## src/inc/atf_cfg.svh

```systemverilog
`ifndef ATF_CFG_SVH
`define ATF_CFG_SVH

// ----------------------------------------
// Register addresses {cs1, cs0, da[2:0]}
// ----------------------------------------
// Chip selects taken as asserted-high here
`define ATF_A_DATA 5'h08
`define ATF_A_ERRFEAT 5'h09
`define ATF_A_COUNT 5'h0A
`define ATF_A_LBALO 5'h0B
`define ATF_A_DEVHEAD 5'h0E
`define ATF_A_CMD 5'h0F
`define ATF_A_DEVCTL 5'h16

// ----------------------------------------
// Field positions
// ----------------------------------------
`define ATF_DC_HOB 7
`define ATF_DC_SRST 2
`define ATF_DC_NIEN 1
`define ATF_DH_DEV 4
`define ATF_DH_OBS_HI 7
`define ATF_DH_OBS_LO 5
`define ATF_ER_ABRT 2

// ----------------------------------------
// Reset values and timing
// ----------------------------------------
`define ATF_RST_BYTE 8'h00
`define ATF_DIAG_DEFAULT 8'h01
`define ATF_DEV_RESET_CMD 8'h08
`define ATF_CLK_NS 8
`define ATF_SRST_DIAG_NS 2000
`define ATF_SRST_DIAG_CYC ((`ATF_SRST_DIAG_NS + `ATF_CLK_NS - 1) / `ATF_CLK_NS)

`endif

```

## src/inc/atf_pkg.sv

```systemverilog
package atf_pkg;

    // Register targets decoded from the bus
    typedef enum logic [2:0] {
        ATF_REG_NONE = 3'b000,
        ATF_REG_DEVCTL = 3'b001,
        ATF_REG_DEVHEAD = 3'b010,
        ATF_REG_ERRFEAT = 3'b011,
        ATF_REG_COUNT = 3'b100,
        ATF_REG_LBALO = 3'b101,
        ATF_REG_CMD = 3'b110,
        ATF_REG_OTHER_CB = 3'b111
    } atf_reg_t;

    // Sampled host pins
    typedef struct packed {
        logic cs1_n;
        logic cs0_n;
        logic [2:0] da;
        logic dior_n;
        logic diow_n;
        logic dmack_n;
        logic [15:0] dd;
    } atf_pins_t;

    // Parameters handed over on a command write
    typedef struct packed {
        logic [7:0] command;
        logic [7:0] features;
        logic [7:0] count;
        logic [7:0] lba_low;
        logic [7:0] devhead;
    } atf_param_t;

    // Result write-back from command execution
    typedef struct packed {
        logic valid;
        logic [7:0] count;
        logic [7:0] lba_low;
        logic [7:0] devhead;
    } atf_tf_t;

    // Software reset sequencer states
    typedef enum logic [1:0] {
        ATF_SR_IDLE = 2'b00,
        ATF_SR_HOLD = 2'b01,
        ATF_SR_WAIT = 2'b10
    } atf_sr_state_t;

endpackage

```

## src/rtl/atf_pin_sync.sv

```systemverilog
`timescale 1ns/1ns
`include "atf_cfg.svh"

module atf_pin_sync #(
    parameter int W = 24
) (
    input wire logic clk_i,
    input wire logic rst_i,
    input wire logic [W-1:0] d_i,
    input wire logic [W-1:0] rst_val_i,
    output logic [W-1:0] q_o
);
    logic [W-1:0] s1_q;
    logic [W-1:0] s2_q;
    logic [W-1:0] s3_q;
    logic [W-1:0] out_q;

    // Three-stage pipe, first stage read only by second
    always_ff @(posedge clk_i) begin
        s1_q <= d_i;
        s2_q <= s1_q;
        s3_q <= s2_q;
    end

    // Bit changes only once stages two and three agree
    genvar i;
    for (i = 0; i < W; i++) begin : g_bit
        always_ff @(posedge clk_i) begin
            if (rst_i) begin
                out_q[i] <= rst_val_i[i];
            end else if (s2_q[i] == s3_q[i]) begin
                out_q[i] <= s3_q[i];
            end
        end
    end

    assign q_o = out_q;
endmodule // atf_pin_sync

```

## src/rtl/atf_srst_seq.sv

```systemverilog
`timescale 1ns/1ns
`include "atf_cfg.svh"

module atf_srst_seq #(
    parameter int DIAG_CYC = `ATF_SRST_DIAG_CYC
) (
    input wire logic clk_i,
    input wire logic rst_i,
    input wire logic start_i,
    input wire logic srst_i,
    output logic busy_o,
    output logic done_o
);
    import atf_pkg::*;

    atf_sr_state_t state_q;
    logic [15:0] cnt_q;
    logic done_q;

    // Hold while the bit is set, then time the diagnostic
    always_ff @(posedge clk_i) begin
        if (rst_i) begin
            state_q <= ATF_SR_IDLE;
            cnt_q <= 16'h0000;
            done_q <= 1'b0;
        end else begin
            done_q <= 1'b0;
            unique case (state_q)
                ATF_SR_IDLE: begin
                    if (start_i) begin
                        state_q <= ATF_SR_HOLD;
                    end
                end
                ATF_SR_HOLD: begin
                    cnt_q <= 16'h0000;
                    if (!srst_i) begin
                        state_q <= ATF_SR_WAIT;
                    end
                end
                ATF_SR_WAIT: begin
                    if (srst_i) begin
                        state_q <= ATF_SR_HOLD;
                    end else if (cnt_q == 16'(DIAG_CYC - 1)) begin
                        state_q <= ATF_SR_IDLE;
                        done_q <= 1'b1;
                    end else begin
                        cnt_q <= cnt_q + 16'h0001;
                    end
                end
                default: begin
                    state_q <= ATF_SR_IDLE;
                end
            endcase
        end
    end

    assign busy_o = (state_q != ATF_SR_IDLE);
    assign done_o = done_q;
endmodule // atf_srst_seq

```

## src/rtl/atf_task_regs.sv

```systemverilog
`timescale 1ns/1ns
`include "atf_cfg.svh"


module atf_task_regs #(
    parameter logic DEV_ID = 1'b0,
    parameter logic PACKET_DEV = 1'b0,
    parameter logic [7:0] DIAG_CODE = `ATF_DIAG_DEFAULT,
    parameter logic [7:0] DEV_RESET_CMD = `ATF_DEV_RESET_CMD,
    parameter int SRST_DIAG_CYC = `ATF_SRST_DIAG_CYC
) (
    input wire logic clk_i,
    input wire logic rst_i,
    input wire logic cs0_n_i,
    input wire logic cs1_n_i,
    input wire logic [2:0] da_i,
    input wire logic dior_n_i,
    input wire logic diow_n_i,
    input wire logic dmack_n_i,
    input wire logic [15:0] dd_i,
    output logic [15:0] dd_o,
    output logic dd_oe_n_o,
    output logic intrq_o,
    output logic intrq_oe_n_o,
    input wire logic bsy_i,
    input wire logic drq_i,
    input wire logic sleep_i,
    input wire logic intr_pending_i,
    input wire logic [7:0] alt_status_i,
    input wire atf_pkg::atf_tf_t tf_wb_i,
    input wire logic err_load_i,
    input wire logic [7:0] err_code_i,
    input wire logic abort_i,
    input wire logic diag_load_i,
    input wire logic [7:0] diag_code_i,
    output logic cmd_valid_o,
    output atf_pkg::atf_param_t cmd_o,
    output logic err_clear_o,
    output logic sw_reset_o,
    output logic srst_busy_o,
    output logic dev_selected_o,
    output logic devhead_valid_o,
    output logic hob_o
);
    import atf_pkg::*;

    // ----------------------------------------
    // Address decode
    // ----------------------------------------
    function automatic atf_reg_t decode(input atf_pins_t p);
        logic [4:0] a;
        a = {~p.cs1_n, ~p.cs0_n, p.da};
        unique case (a)
            `ATF_A_DEVCTL: decode = ATF_REG_DEVCTL;
            `ATF_A_DEVHEAD: decode = ATF_REG_DEVHEAD;
            `ATF_A_ERRFEAT: decode = ATF_REG_ERRFEAT;
            `ATF_A_COUNT: decode = ATF_REG_COUNT;
            `ATF_A_LBALO: decode = ATF_REG_LBALO;
            `ATF_A_CMD: decode = ATF_REG_CMD;
            default: begin
                // Remaining CS0 registers except data
                if (a[4:3] == 2'b01 && a != `ATF_A_DATA) begin
                    decode = ATF_REG_OTHER_CB;
                end else begin
                    decode = ATF_REG_NONE;
                end
            end
        endcase
    endfunction

    // ----------------------------------------
    // Pin sampling and strobe detection
    // ----------------------------------------
    atf_pins_t pins;
    atf_pins_t pins_raw;
    atf_pins_t pins_idle;
    logic diow_prev_q;
    logic wr_ev;
    logic rd_act;
    atf_reg_t wr_reg;
    atf_reg_t rd_reg;
    logic [7:0] wd;

    assign pins_raw = {cs1_n_i, cs0_n_i, da_i, dior_n_i, diow_n_i, dmack_n_i, dd_i};
    assign pins_idle = {1'b1, 1'b1, 3'h0, 1'b1, 1'b1, 1'b1, 16'h0000};

    atf_pin_sync #(
        .W($bits(atf_pins_t))
    ) u_sync (
        .clk_i(clk_i),
        .rst_i(rst_i),
        .d_i(pins_raw),
        .rst_val_i(pins_idle),
        .q_o(pins)
    );

    // Write taken on the trailing edge of the write strobe
    always_ff @(posedge clk_i) begin
        if (rst_i) begin
            diow_prev_q <= 1'b1;
        end else begin
            diow_prev_q <= pins.diow_n;
        end
    end

    assign wr_ev = pins.diow_n & ~diow_prev_q & pins.dmack_n;
    assign rd_act = ~pins.dior_n & pins.dmack_n;
    assign wr_reg = decode(pins);
    assign rd_reg = decode(pins);
    assign wd = pins.dd[7:0];

    // ----------------------------------------
    // Write qualification
    // ----------------------------------------
    logic [7:0] devhead_q;
    logic wr_dc;
    logic wr_cb_any;
    logic cb_ok;
    logic cmd_take;
    logic is_dev_reset;

    assign is_dev_reset = (wd == DEV_RESET_CMD);
    // Busy or sleeping device ignores command block writes; device reset command passes unless a non-packet device sleeps
    assign cb_ok = ~bsy_i & ~sleep_i;
    assign wr_dc = wr_ev & (wr_reg == ATF_REG_DEVCTL);
    assign wr_cb_any = wr_ev & (wr_reg != ATF_REG_NONE) & (wr_reg != ATF_REG_DEVCTL);
    assign cmd_take = wr_ev & (wr_reg == ATF_REG_CMD) & (devhead_q[`ATF_DH_DEV] == DEV_ID)
        & (cb_ok | (is_dev_reset & (~sleep_i | PACKET_DEV)));

    // ----------------------------------------
    // Control register
    // ----------------------------------------
    logic hob_q;
    logic srst_q;
    logic nien_q;
    logic srst_start;

    // Start only on a zero-to-one write of the reset bit
    assign srst_start = wr_dc & wd[`ATF_DC_SRST] & ~srst_q;

    // Bits act on the write itself; bit 0 and reserved dropped
    always_ff @(posedge clk_i) begin
        if (rst_i) begin
            srst_q <= 1'b0;
            nien_q <= 1'b0;
        end else if (wr_dc) begin
            srst_q <= wd[`ATF_DC_SRST];
            nien_q <= wd[`ATF_DC_NIEN];
        end
    end

    // High order byte select, cleared by any command block write except to the data register
    always_ff @(posedge clk_i) begin
        if (rst_i) begin
            hob_q <= 1'b0;
        end else if (wr_dc) begin
            hob_q <= wd[`ATF_DC_HOB];
        end else if (wr_cb_any) begin
            hob_q <= 1'b0;
        end
    end

    // ----------------------------------------
    // Software reset sequence
    // ----------------------------------------
    logic sr_done;

    atf_srst_seq #(
        .DIAG_CYC(SRST_DIAG_CYC)
    ) u_srst (
        .clk_i(clk_i),
        .rst_i(rst_i),
        .start_i(srst_start),
        .srst_i(srst_q),
        .busy_o(srst_busy_o),
        .done_o(sr_done)
    );

    // ----------------------------------------
    // Drive select register
    // ----------------------------------------
    // Device bit live on write; signature clears it after reset
    always_ff @(posedge clk_i) begin
        if (rst_i) begin
            devhead_q <= `ATF_RST_BYTE;
        end else if (sr_done) begin
            devhead_q[`ATF_DH_DEV] <= 1'b0;
        end else if (wr_ev & (wr_reg == ATF_REG_DEVHEAD) & cb_ok) begin
            devhead_q <= wd;
            devhead_q[`ATF_DH_OBS_HI] <= 1'b0;
            devhead_q[`ATF_DH_OBS_LO] <= 1'b0;
        end else if (tf_wb_i.valid & bsy_i) begin
            devhead_q <= tf_wb_i.devhead;
        end
    end

    // Contents kept through sleep only on packet devices
    assign devhead_valid_o = ~bsy_i & (~sleep_i | PACKET_DEV);
    assign dev_selected_o = (devhead_q[`ATF_DH_DEV] == DEV_ID);

    // ----------------------------------------
    // Features, count and address low
    // ----------------------------------------
    logic [7:0] feat_q;
    logic [7:0] count_q;
    logic [7:0] count_prev_q;
    logic [7:0] lba_q;
    logic [7:0] lba_prev_q;

    // Features written through the error address
    always_ff @(posedge clk_i) begin
        if (rst_i) begin
            feat_q <= `ATF_RST_BYTE;
        end else if (wr_ev & (wr_reg == ATF_REG_ERRFEAT) & cb_ok) begin
            feat_q <= wd;
        end
    end

    // Previous byte kept for high order readback
    always_ff @(posedge clk_i) begin
        if (rst_i) begin
            count_q <= `ATF_RST_BYTE;
            count_prev_q <= `ATF_RST_BYTE;
        end else if (wr_ev & (wr_reg == ATF_REG_COUNT) & cb_ok) begin
            count_q <= wd;
            count_prev_q <= count_q;
        end else if (tf_wb_i.valid & bsy_i) begin
            count_q <= tf_wb_i.count;
        end
    end

    always_ff @(posedge clk_i) begin
        if (rst_i) begin
            lba_q <= `ATF_RST_BYTE;
            lba_prev_q <= `ATF_RST_BYTE;
        end else if (wr_ev & (wr_reg == ATF_REG_LBALO) & cb_ok) begin
            lba_q <= wd;
            lba_prev_q <= lba_q;
        end else if (tf_wb_i.valid & bsy_i) begin
            lba_q <= tf_wb_i.lba_low;
        end
    end

    // ----------------------------------------
    // Error register
    // ----------------------------------------
    logic [7:0] error_q;
    logic dev_owns;

    // Error load and abort change error only while busy or requesting
    assign dev_owns = bsy_i | drq_i;

    always_ff @(posedge clk_i) begin
        if (rst_i) begin
            error_q <= DIAG_CODE;
        end else if (sr_done) begin
            error_q <= DIAG_CODE;
        end else if (diag_load_i) begin
            error_q <= diag_code_i;
        end else if (err_load_i & dev_owns) begin
            error_q <= err_code_i;
            if (abort_i) begin
                error_q[`ATF_ER_ABRT] <= 1'b1;
            end
        end else if (abort_i & dev_owns) begin
            error_q[`ATF_ER_ABRT] <= 1'b1;
        end
    end

    // ----------------------------------------
    // Command capture
    // ----------------------------------------
    logic cmd_valid_q;
    atf_param_t cmd_q;
    logic err_clear_q;
    logic sw_reset_q;

    // Snapshot of the task file on the command write
    always_ff @(posedge clk_i) begin
        if (rst_i) begin
            cmd_valid_q <= 1'b0;
            cmd_q <= '0;
        end else begin
            cmd_valid_q <= cmd_take;
            if (cmd_take) begin
                cmd_q.command <= wd;
                cmd_q.features <= feat_q;
                cmd_q.count <= count_q;
                cmd_q.lba_low <= lba_q;
                cmd_q.devhead <= devhead_q;
            end
        end
    end

    // Error flag clear and software reset pulses
    always_ff @(posedge clk_i) begin
        if (rst_i) begin
            err_clear_q <= 1'b1;
            sw_reset_q <= 1'b0;
        end else begin
            err_clear_q <= cmd_take | srst_start;
            sw_reset_q <= srst_start;
        end
    end

    // ----------------------------------------
    // Read path
    // ----------------------------------------
    logic [7:0] rd_d;
    logic rd_hit;
    logic [7:0] rd_q;
    logic rd_en_q;

    // Host read mux; control address answers with alternate status
    always_comb begin
        rd_d = 8'h00;
        rd_hit = 1'b1;
        unique case (rd_reg)
            ATF_REG_DEVCTL: rd_d = alt_status_i;
            ATF_REG_DEVHEAD: rd_d = devhead_q;
            ATF_REG_ERRFEAT: rd_d = error_q;
            ATF_REG_COUNT: rd_d = hob_q ? count_prev_q : count_q;
            ATF_REG_LBALO: rd_d = hob_q ? lba_prev_q : lba_q;
            ATF_REG_CMD, ATF_REG_OTHER_CB, ATF_REG_NONE: rd_hit = 1'b0;
        endcase
    end

    // Only the selected device answers reads
    always_ff @(posedge clk_i) begin
        if (rst_i) begin
            rd_q <= 8'h00;
            rd_en_q <= 1'b0;
        end else begin
            rd_q <= rd_d;
            rd_en_q <= rd_act & rd_hit & dev_selected_o;
        end
    end

    assign dd_o = {8'h00, rd_q};
    assign dd_oe_n_o = ~rd_en_q;

    // ----------------------------------------
    // Interrupt pin
    // ----------------------------------------
    logic intrq_q;
    logic intrq_en_q;

    always_ff @(posedge clk_i) begin
        if (rst_i) begin
            intrq_q <= 1'b0;
            intrq_en_q <= 1'b0;
        end else begin
            intrq_q <= intr_pending_i;
            intrq_en_q <= ~nien_q & dev_selected_o;
        end
    end

    assign intrq_o = intrq_q;
    assign intrq_oe_n_o = ~intrq_en_q;

    assign cmd_valid_o = cmd_valid_q;
    assign cmd_o = cmd_q;
    assign err_clear_o = err_clear_q;
    assign sw_reset_o = sw_reset_q;
    assign hob_o = hob_q;
endmodule // atf_task_regs

```

## config.mk

```make
export PLATFORM = sky130hd
export DESIGN_NAME = atf_task_regs
export DESIGN_NICKNAME = d
export VERILOG_FILES = /design/src/inc/atf_pkg.sv /design/src/rtl/atf_pin_sync.sv /design/src/rtl/atf_srst_seq.sv /design/src/rtl/atf_task_regs.sv
export VERILOG_INCLUDE_DIRS = /design/src /design/src/inc
export SDC_FILE = /design/constraint.sdc
export NUM_CORES = 1
export LEC_CHECK = 0
export BUFFER_PORTS_ARGS = -buffer_cell sky130_fd_sc_hd__buf_2
export CORE_MARGIN = 8
export CORE_UTILIZATION = 47
export CTS_CLUSTER_DIAMETER = 200
export CTS_CLUSTER_SIZE = 30
export DETAILED_ROUTE_END_ITERATION = 16
export PLACE_DENSITY = 0.71
export REMOVE_ABC_BUFFERS = 1
export SETUP_SLACK_MARGIN = 0.3
export SYNTH_ARGS = -nofsm -noshare
export SYNTH_HDL_FRONTEND = slang
export SYNTH_SLANG_ARGS = --single-unit
```

## constraint.sdc

```tcl
create_clock -name clk_i -period 1.95 [get_ports clk_i]
set_input_delay 0.39 -clock clk_i [delete_from_list [all_inputs] [get_ports clk_i]]
set_output_delay 0.39 -clock clk_i [all_outputs]
set_load 0.01 [all_outputs]
```

# == Word level (Yosys, flattened, before mapping) ==
# Cells that the tools add are included.
# word_totals
mem_bits_rw,0
memories,0
latch_bits,0
mem_bits_ro,0
output_inout_bits,66
ff_bits,221
word_cells,179
# classes
mul,0
addsub,1
n_lt_le_gt_ge,0
mux,29
n_eq_ne,41
n_reduce_logical,18
div_mod_pow,0
n_shift,0
bitwise,43
# ops
op,n
two-way mux 8 bit,9
case mux 8 bit (5 select lines),1
two-way mux 16 bit,2
case mux 16 bit (2 select lines),1
AND 1 bit,27
equality test 5 x 4 -> 1 bit (second input constant),5
case mux 3 bit (6 select lines),1
adder 16 x 1 -> 16 bit (second input constant),1
equality test 1 bit,16
equality test 16 x 8 -> 1 bit (second input constant),1
nonzero test 2 bit,7
inverter 1 bit,13
equality test 3 bit (second input constant),4
two-way mux 2 bit,5
equality test 8 x 4 -> 1 bit (second input constant),1
inequality test 2 bit (second input constant),4
two-way mux 1 bit,7
equality test 3 x 2 -> 1 bit (second input constant),2
case mux 2 bit (3 select lines),1
AND reduction 3 bit,2
nonzero test 3 bit,2
OR reduction 3 bit,2
equality test 5 bit (second input constant),1
two-way mux 5 bit,1
13 further kinds,16

# == Logic depth before layout (Yosys ltp) ==
# logic_depth
word_depth,11
mapped_depth,7
depth_no_buf,6

# == Hierarchy ==
# From an unflattened synthesis, not the netlist that was laid out.
# hier_totals
hier_cells,843
area_unflattened_um2,8816.0
# by_module_without_submodules
mod,cells_each,seq_area_each_um2,area_per_inst_um2,n_inst
atf_task_regs,549,2282.2,4922.2,1
atf_pin_sync,173,2162.1,2849.0,1
atf_srst_seq,121,380.4,1044.8,1

# == Worst setup path after synthesis ==
# Ideal clock, no wire load.
# synth_path
path_kind,register to register
from,register u_sync.out_q[21] (netlist: u_sync.q_o[21])
to,register cmd_q (netlist bit cmd_o[0])
arrival_ns,1.744
t_required_ns,1.878
setup_time_ns,0.072
path_slack_ns,0.134
path_stages_with_launch,7
synth_period_minus_slack_ns,1.816
path_cell_list,dfxtp_1 buf_2 nand3b_1 or4_4 a211oi_4 buf_6 mux2i_1
# synth_between
elab_chain_len,8
elab_cells_between_ends,14
# synth_rtl
element,line_no,source
start: declaration,atf_pin_sync.sv:16,logic [W-1:0] out_q;
start signal: indexed assignment,atf_pin_sync.sv:30,out_q[i] <= rst_val_i[i];
start signal: indexed assignment,atf_pin_sync.sv:32,out_q[i] <= s3_q[i];
inequality test 5 x 4 -> 1 bit (no source line),--,
logical AND 1 bit (no source line),--,
two-way mux 3 bit,atf_task_regs.sv:62,if (a[4:3] == 2'b01 && a != `ATF_A_DATA) begin
case mux 3 bit (6 select lines) (*),atf_task_regs.sv:53,unique case (a)
equality test 3 bit (*),atf_task_regs.sv:127,assign cmd_take = wr_ev & (wr_reg == ATF_REG_CMD) & (devhead_q[`ATF_DH_DEV] == DEV_ID)
AND 1 bit (*) (3 in series),atf_task_regs.sv:127,
end: declaration,atf_task_regs.sv:274,atf_param_t cmd_q;
# Mark *: on every way between the ends. The rest lies on a longest branch, timed or not.
# A chain may end at the register's enable or synchronous reset.

# == Worst setup path after layout ==
# layout_path
from,register u_sync.out_q[22] (netlist: u_sync.q_o[22])
to,register cmd_q (netlist bit cmd_o[10])
# layout_between
elab_chain_len,9
elab_cells_between_ends,16
# layout_rtl
element,line_no,source
inverter 1 bit (*),atf_task_regs.sv:52,"a = {~p.cs1_n, ~p.cs0_n, p.da};"
inequality test 5 x 4 -> 1 bit (no source line) or equality test 2 x 1 -> 1 bit (tied branches),--,
logical AND 1 bit (no source line),--,
two-way mux 3 bit,atf_task_regs.sv:62,
case mux 3 bit (6 select lines) (*),atf_task_regs.sv:53,
equality test 3 bit (*),atf_task_regs.sv:127,
AND 1 bit (*) (3 in series),atf_task_regs.sv:127,
# Marks and branches as above.

==> impl_metrics.env <==
export IMPL_tritoncts="yes"
export IMPL_cts_htree_levels=4
export IMPL_grt_ovfl_total=0
export IMPL_synth_edff_count=0
export IMPL_cpPeakStageDelay_ns=0.51
export IMPL_antenna_left=0
export IMPL_finalCritPeriodShare_pct=93.1
export IMPL_cts_buffers=17
export IMPL_slew_headroom_pct=58.7
export IMPL_syn2layout_area_growth_pct=24.0
export IMPL_gp_congestion=0.881
export IMPL_row_count=46
export IMPL_wl_um=19600
export IMPL_hold_class="input pin to flop"
export IMPL_finish_utilization_pct=59.6
export IMPL_fin_crit_ns=1.81
export IMPL_routedWlPerCell_um=16.7
export IMPL_cts_sinks=197
export IMPL_cap_violations=0
export IMPL_track_usage_pct=18.7
export IMPL_clk_latency_ns=0.43
export IMPL_fmax_ghz=0.551
export IMPL_finalSetupTns_ns=0
export IMPL_firstDrtPassIters=5
export IMPL_crit_required_ns=2.30
export IMPL_min_from="dd_i[7]"
export IMPL_synth_mux_area_fraction_pct=12.3
export IMPL_die_area_um2=20700
export IMPL_cp_max_fo=8
export IMPL_yosys_warnings=0
export IMPL_power_frac_comb_pct=5.9
export IMPL_vdd_ir_drop_max_mv=0.737
export IMPL_hpwl_um=13700
export IMPL_worst_pin_slew_ns=0.619
export IMPL_crit_chain="nand3b_1, or4_4, a211oi_4, buf_6, buf_12, mux2i_1"
export IMPL_r2r_cells=6
export IMPL_ys_async_sr_fraction_pct=0
export IMPL_setup_viol=0
export IMPL_cp_start_kind="flop"
export IMPL_vias=6136
export IMPL_clk_path_buf_depth=2
export IMPL_drive_gt1_share_pct=26.6
export IMPL_seqPwrFrac_pct=52.2
export IMPL_power_total_mw=8.06
export IMPL_synth_simple_gate_area_share_pct=21.1
export IMPL_fillers=1418
export IMPL_ys_types=54
export IMPL_grt_max_degree=77
export IMPL_hold_violations=0
export IMPL_synth_top_family_by_area="simple AND/OR/NAND/NOR gates"
export IMPL_status="complete, no violations"
export IMPL_r2r_start="u_sync.q_o[22]$_SDFFE_PP1N_"
export IMPL_multi_input_area_um2=3530
export IMPL_cts_root_buffer="clkbuf_16"
export IMPL_arrival_ns=2.17
export IMPL_synth_top_area_share_pct=51.4
export IMPL_die_x_um=144
export IMPL_seq_area_um2=3960
export IMPL_rsz0062_at_grt="true"
export IMPL_synthXorXnorAreaFrac_pct=0.800
export IMPL_crit_slowest_cell="or4_4"
export IMPL_crit_path_end_kind="flop"
export IMPL_synth_compound_area_share_pct=10.2
export IMPL_whs_path_depth=1
export IMPL_yosysTopAreaCell="dfxtp_1"
export IMPL_reg2reg_slack_ns=0.14
export IMPL_synth_ff_type="dfxtp_1"
export IMPL_hold_end="u_sync.s1_q[7]$_DFF_P_"
export IMPL_synthTopCellsByArea="dfxtp_1, mux2i_1, nand2b_1"
export IMPL_diodes=0
export IMPL_grt_pass1_vias=5802
export IMPL_seq_area_frac_synth_pct=51.4
export IMPL_vias_per_cell=5.22
export IMPL_p_sw_share_pct=23.5
export IMPL_drt_iter0_drc=329
export IMPL_io_buffers=131
export IMPL_power_density_nw_per_um2=848
export IMPL_ios=148
export IMPL_grt_pass1_wl_um=29900
export IMPL_path_class="flop to flop"
export IMPL_syn_inst=790
export IMPL_nets=1032
export IMPL_synthTopCellsByCount="dfxtp_1, mux2i_1, nand2b_1"
export IMPL_die_h_um=144
export IMPL_pwr_share_clk_pct=41.9
export IMPL_drc=0
export IMPL_slew_violations=0
export IMPL_initial_core_util_pct=48.1
export IMPL_antenna_found_initial=1
export IMPL_core_region_area_um2=15900
export IMPL_intPower_mw=6.16
export IMPL_synth_area_um2=7670
export IMPL_yosysMostFrequentCell="dfxtp_1"
export IMPL_syn_avg_cell_area_um2=9.71
export IMPL_holdBufCountCts=0
export IMPL_cts_clk_slew_worst_paths_ns=0.07
export IMPL_r2r_end="cmd_o[10]$_SDFFE_PP0P_"
export IMPL_fin_skew_ns=0.00657
export IMPL_synth_fa_ha_area_share_pct=0.326
export IMPL_p_leak_nw=3.90
export IMPL_switchingPower_mw=1.89
export IMPL_ys_seq_elements=197
-- worst max path at each step --
stage	start	endpoint	slack, ns
2_1_floorplan	u_sync.q_o[21]$_SDFFE_PP0N_	cmd_o[0]$_SDFFE_PP0P_	-0.97
3_3_place_gp	sleep_i	cmd_o[17]$_SDFFE_PP0P_	0.02
3_5_place_dp	sleep_i	cmd_o[24]$_SDFFE_PP0P_	-0.02
4_1_cts	u_sync.q_o[22]$_SDFFE_PP1N_	cmd_o[10]$_SDFFE_PP0P_	0.12
5_1_grt	u_sync.q_o[22]$_SDFFE_PP1N_	cmd_o[33]$_SDFFE_PP0P_	0.07
6_report	u_sync.q_o[22]$_SDFFE_PP1N_	cmd_o[10]$_SDFFE_PP0P_	0.14
-- cell families (layout without fill, tap and decap cells) --
| family | Yosys count | count (layout) |
|---|---|---|
| fa+ha+maj | 2 | 2 |
| xor+xnor | 7 | 7 |
| buf+inv | 59 | 222 |
| compound gates | 118 | 118 |
| flops | 197 | 197 |
| other cells | 1 | 8 |
| mux | 94 | 94 |
| simple gates | 312 | 312 |
-- cell usage in the layout (no fill, tap or decap), drive strengths merged, types with 8 or more instances in the layout --
master / Yosys / layout
dfxtp: 197 / 197
buf: 22 / 184
mux2i: 92 / 92
nand2b: 84 / 84
nor2: 70 / 70
nand2: 66 / 66
a21oi: 42 / 42
nor3: 28 / 28
o21ai: 26 / 26
clkbuf: 31 / 20
a311oi: 16 / 16
nand4: 10 / 10
and2: 10 / 10
inv: 6 / 10
a221oi: 8 / 8
conb: 1 / 8
-- state kept, by name (all words and copies together) (netlist names), 2 cells and up --
name,cells
cmd_o,40
count_prev_q,8
count_q,8
devhead_q,8
error_q,8
feat_q,8
lba_prev_q,8
lba_q,8
rd_q,8
u_srst.cnt_q,16
u_srst.state_q,2
u_sync.q_o,16
u_sync.s1_q,16
u_sync.s2_q,16
u_sync.s3_q,16
-- layer usage --
metal / GRT usage, % / routed length (µm)
met5: 0 / 9
met4: 5.37 / 277
met3: 5.18 / 1390
met2: 29.6 / 9000
met1: 24.5 / 8950
-- critical path: cells and delay by family, from the launching register on --
kind                   cells  cell delay, ns
and+or+nand+nor            2            0.69
buffers and inverters      2            0.36
DFF                        1            0.31
muxes                      1            0.21
AOI/OAI and AO/OA          1            0.17
-- what timing repair did --
action | CTS | global route
cloned | 2 | 1
pin swaps | 1 | 4
gates resized for setup | 22 | 22
buffers inserted | 1 | 3
setup endpoints to repair | 55 | 103
-- power groups by stage --
stage	registers, mW	logic [mW]	clock network [mW]
final	4.21	0.475	3.37
after global routing	4.22	0.520	3.61
after CTS	4.21	0.470	3.43
after detailed placement	4.30	0.465	0
after global placement	4.30	0.460	0
after floorplan	4.29	0.202	0
-- through the flow --
stage / std cells / setup slack [ns] / instance area [µm²] / hold WS (ns)
after floorplan: 744 / -0.967 / 7430 / 0.310
after global placement: 1138 / 0.0241 / 8720 / 0.310
after detailed placement: 1138 / -0.0189 / 8720 / 0.312
after CTS: 1172 / 0.117 / 9390 / 0.0405
after global routing: 1176 / 0.0678 / 9500 / 0.0304
final: 1176 / 0.135 / 9500 / 0.0558
-- final cells by class --
type | instances | area share, %
repair buffers | 185 | 12.1
well taps | 216 | 2.84
multi-input cells | 541 | 37.1
clock inverters | 12 | 1.29
inverters | 6 | 0.237
flip-flops and latches | 197 | 41.7
clock buffers | 19 | 4.66
No activity file was read; power rests on OpenSTA's default activity.
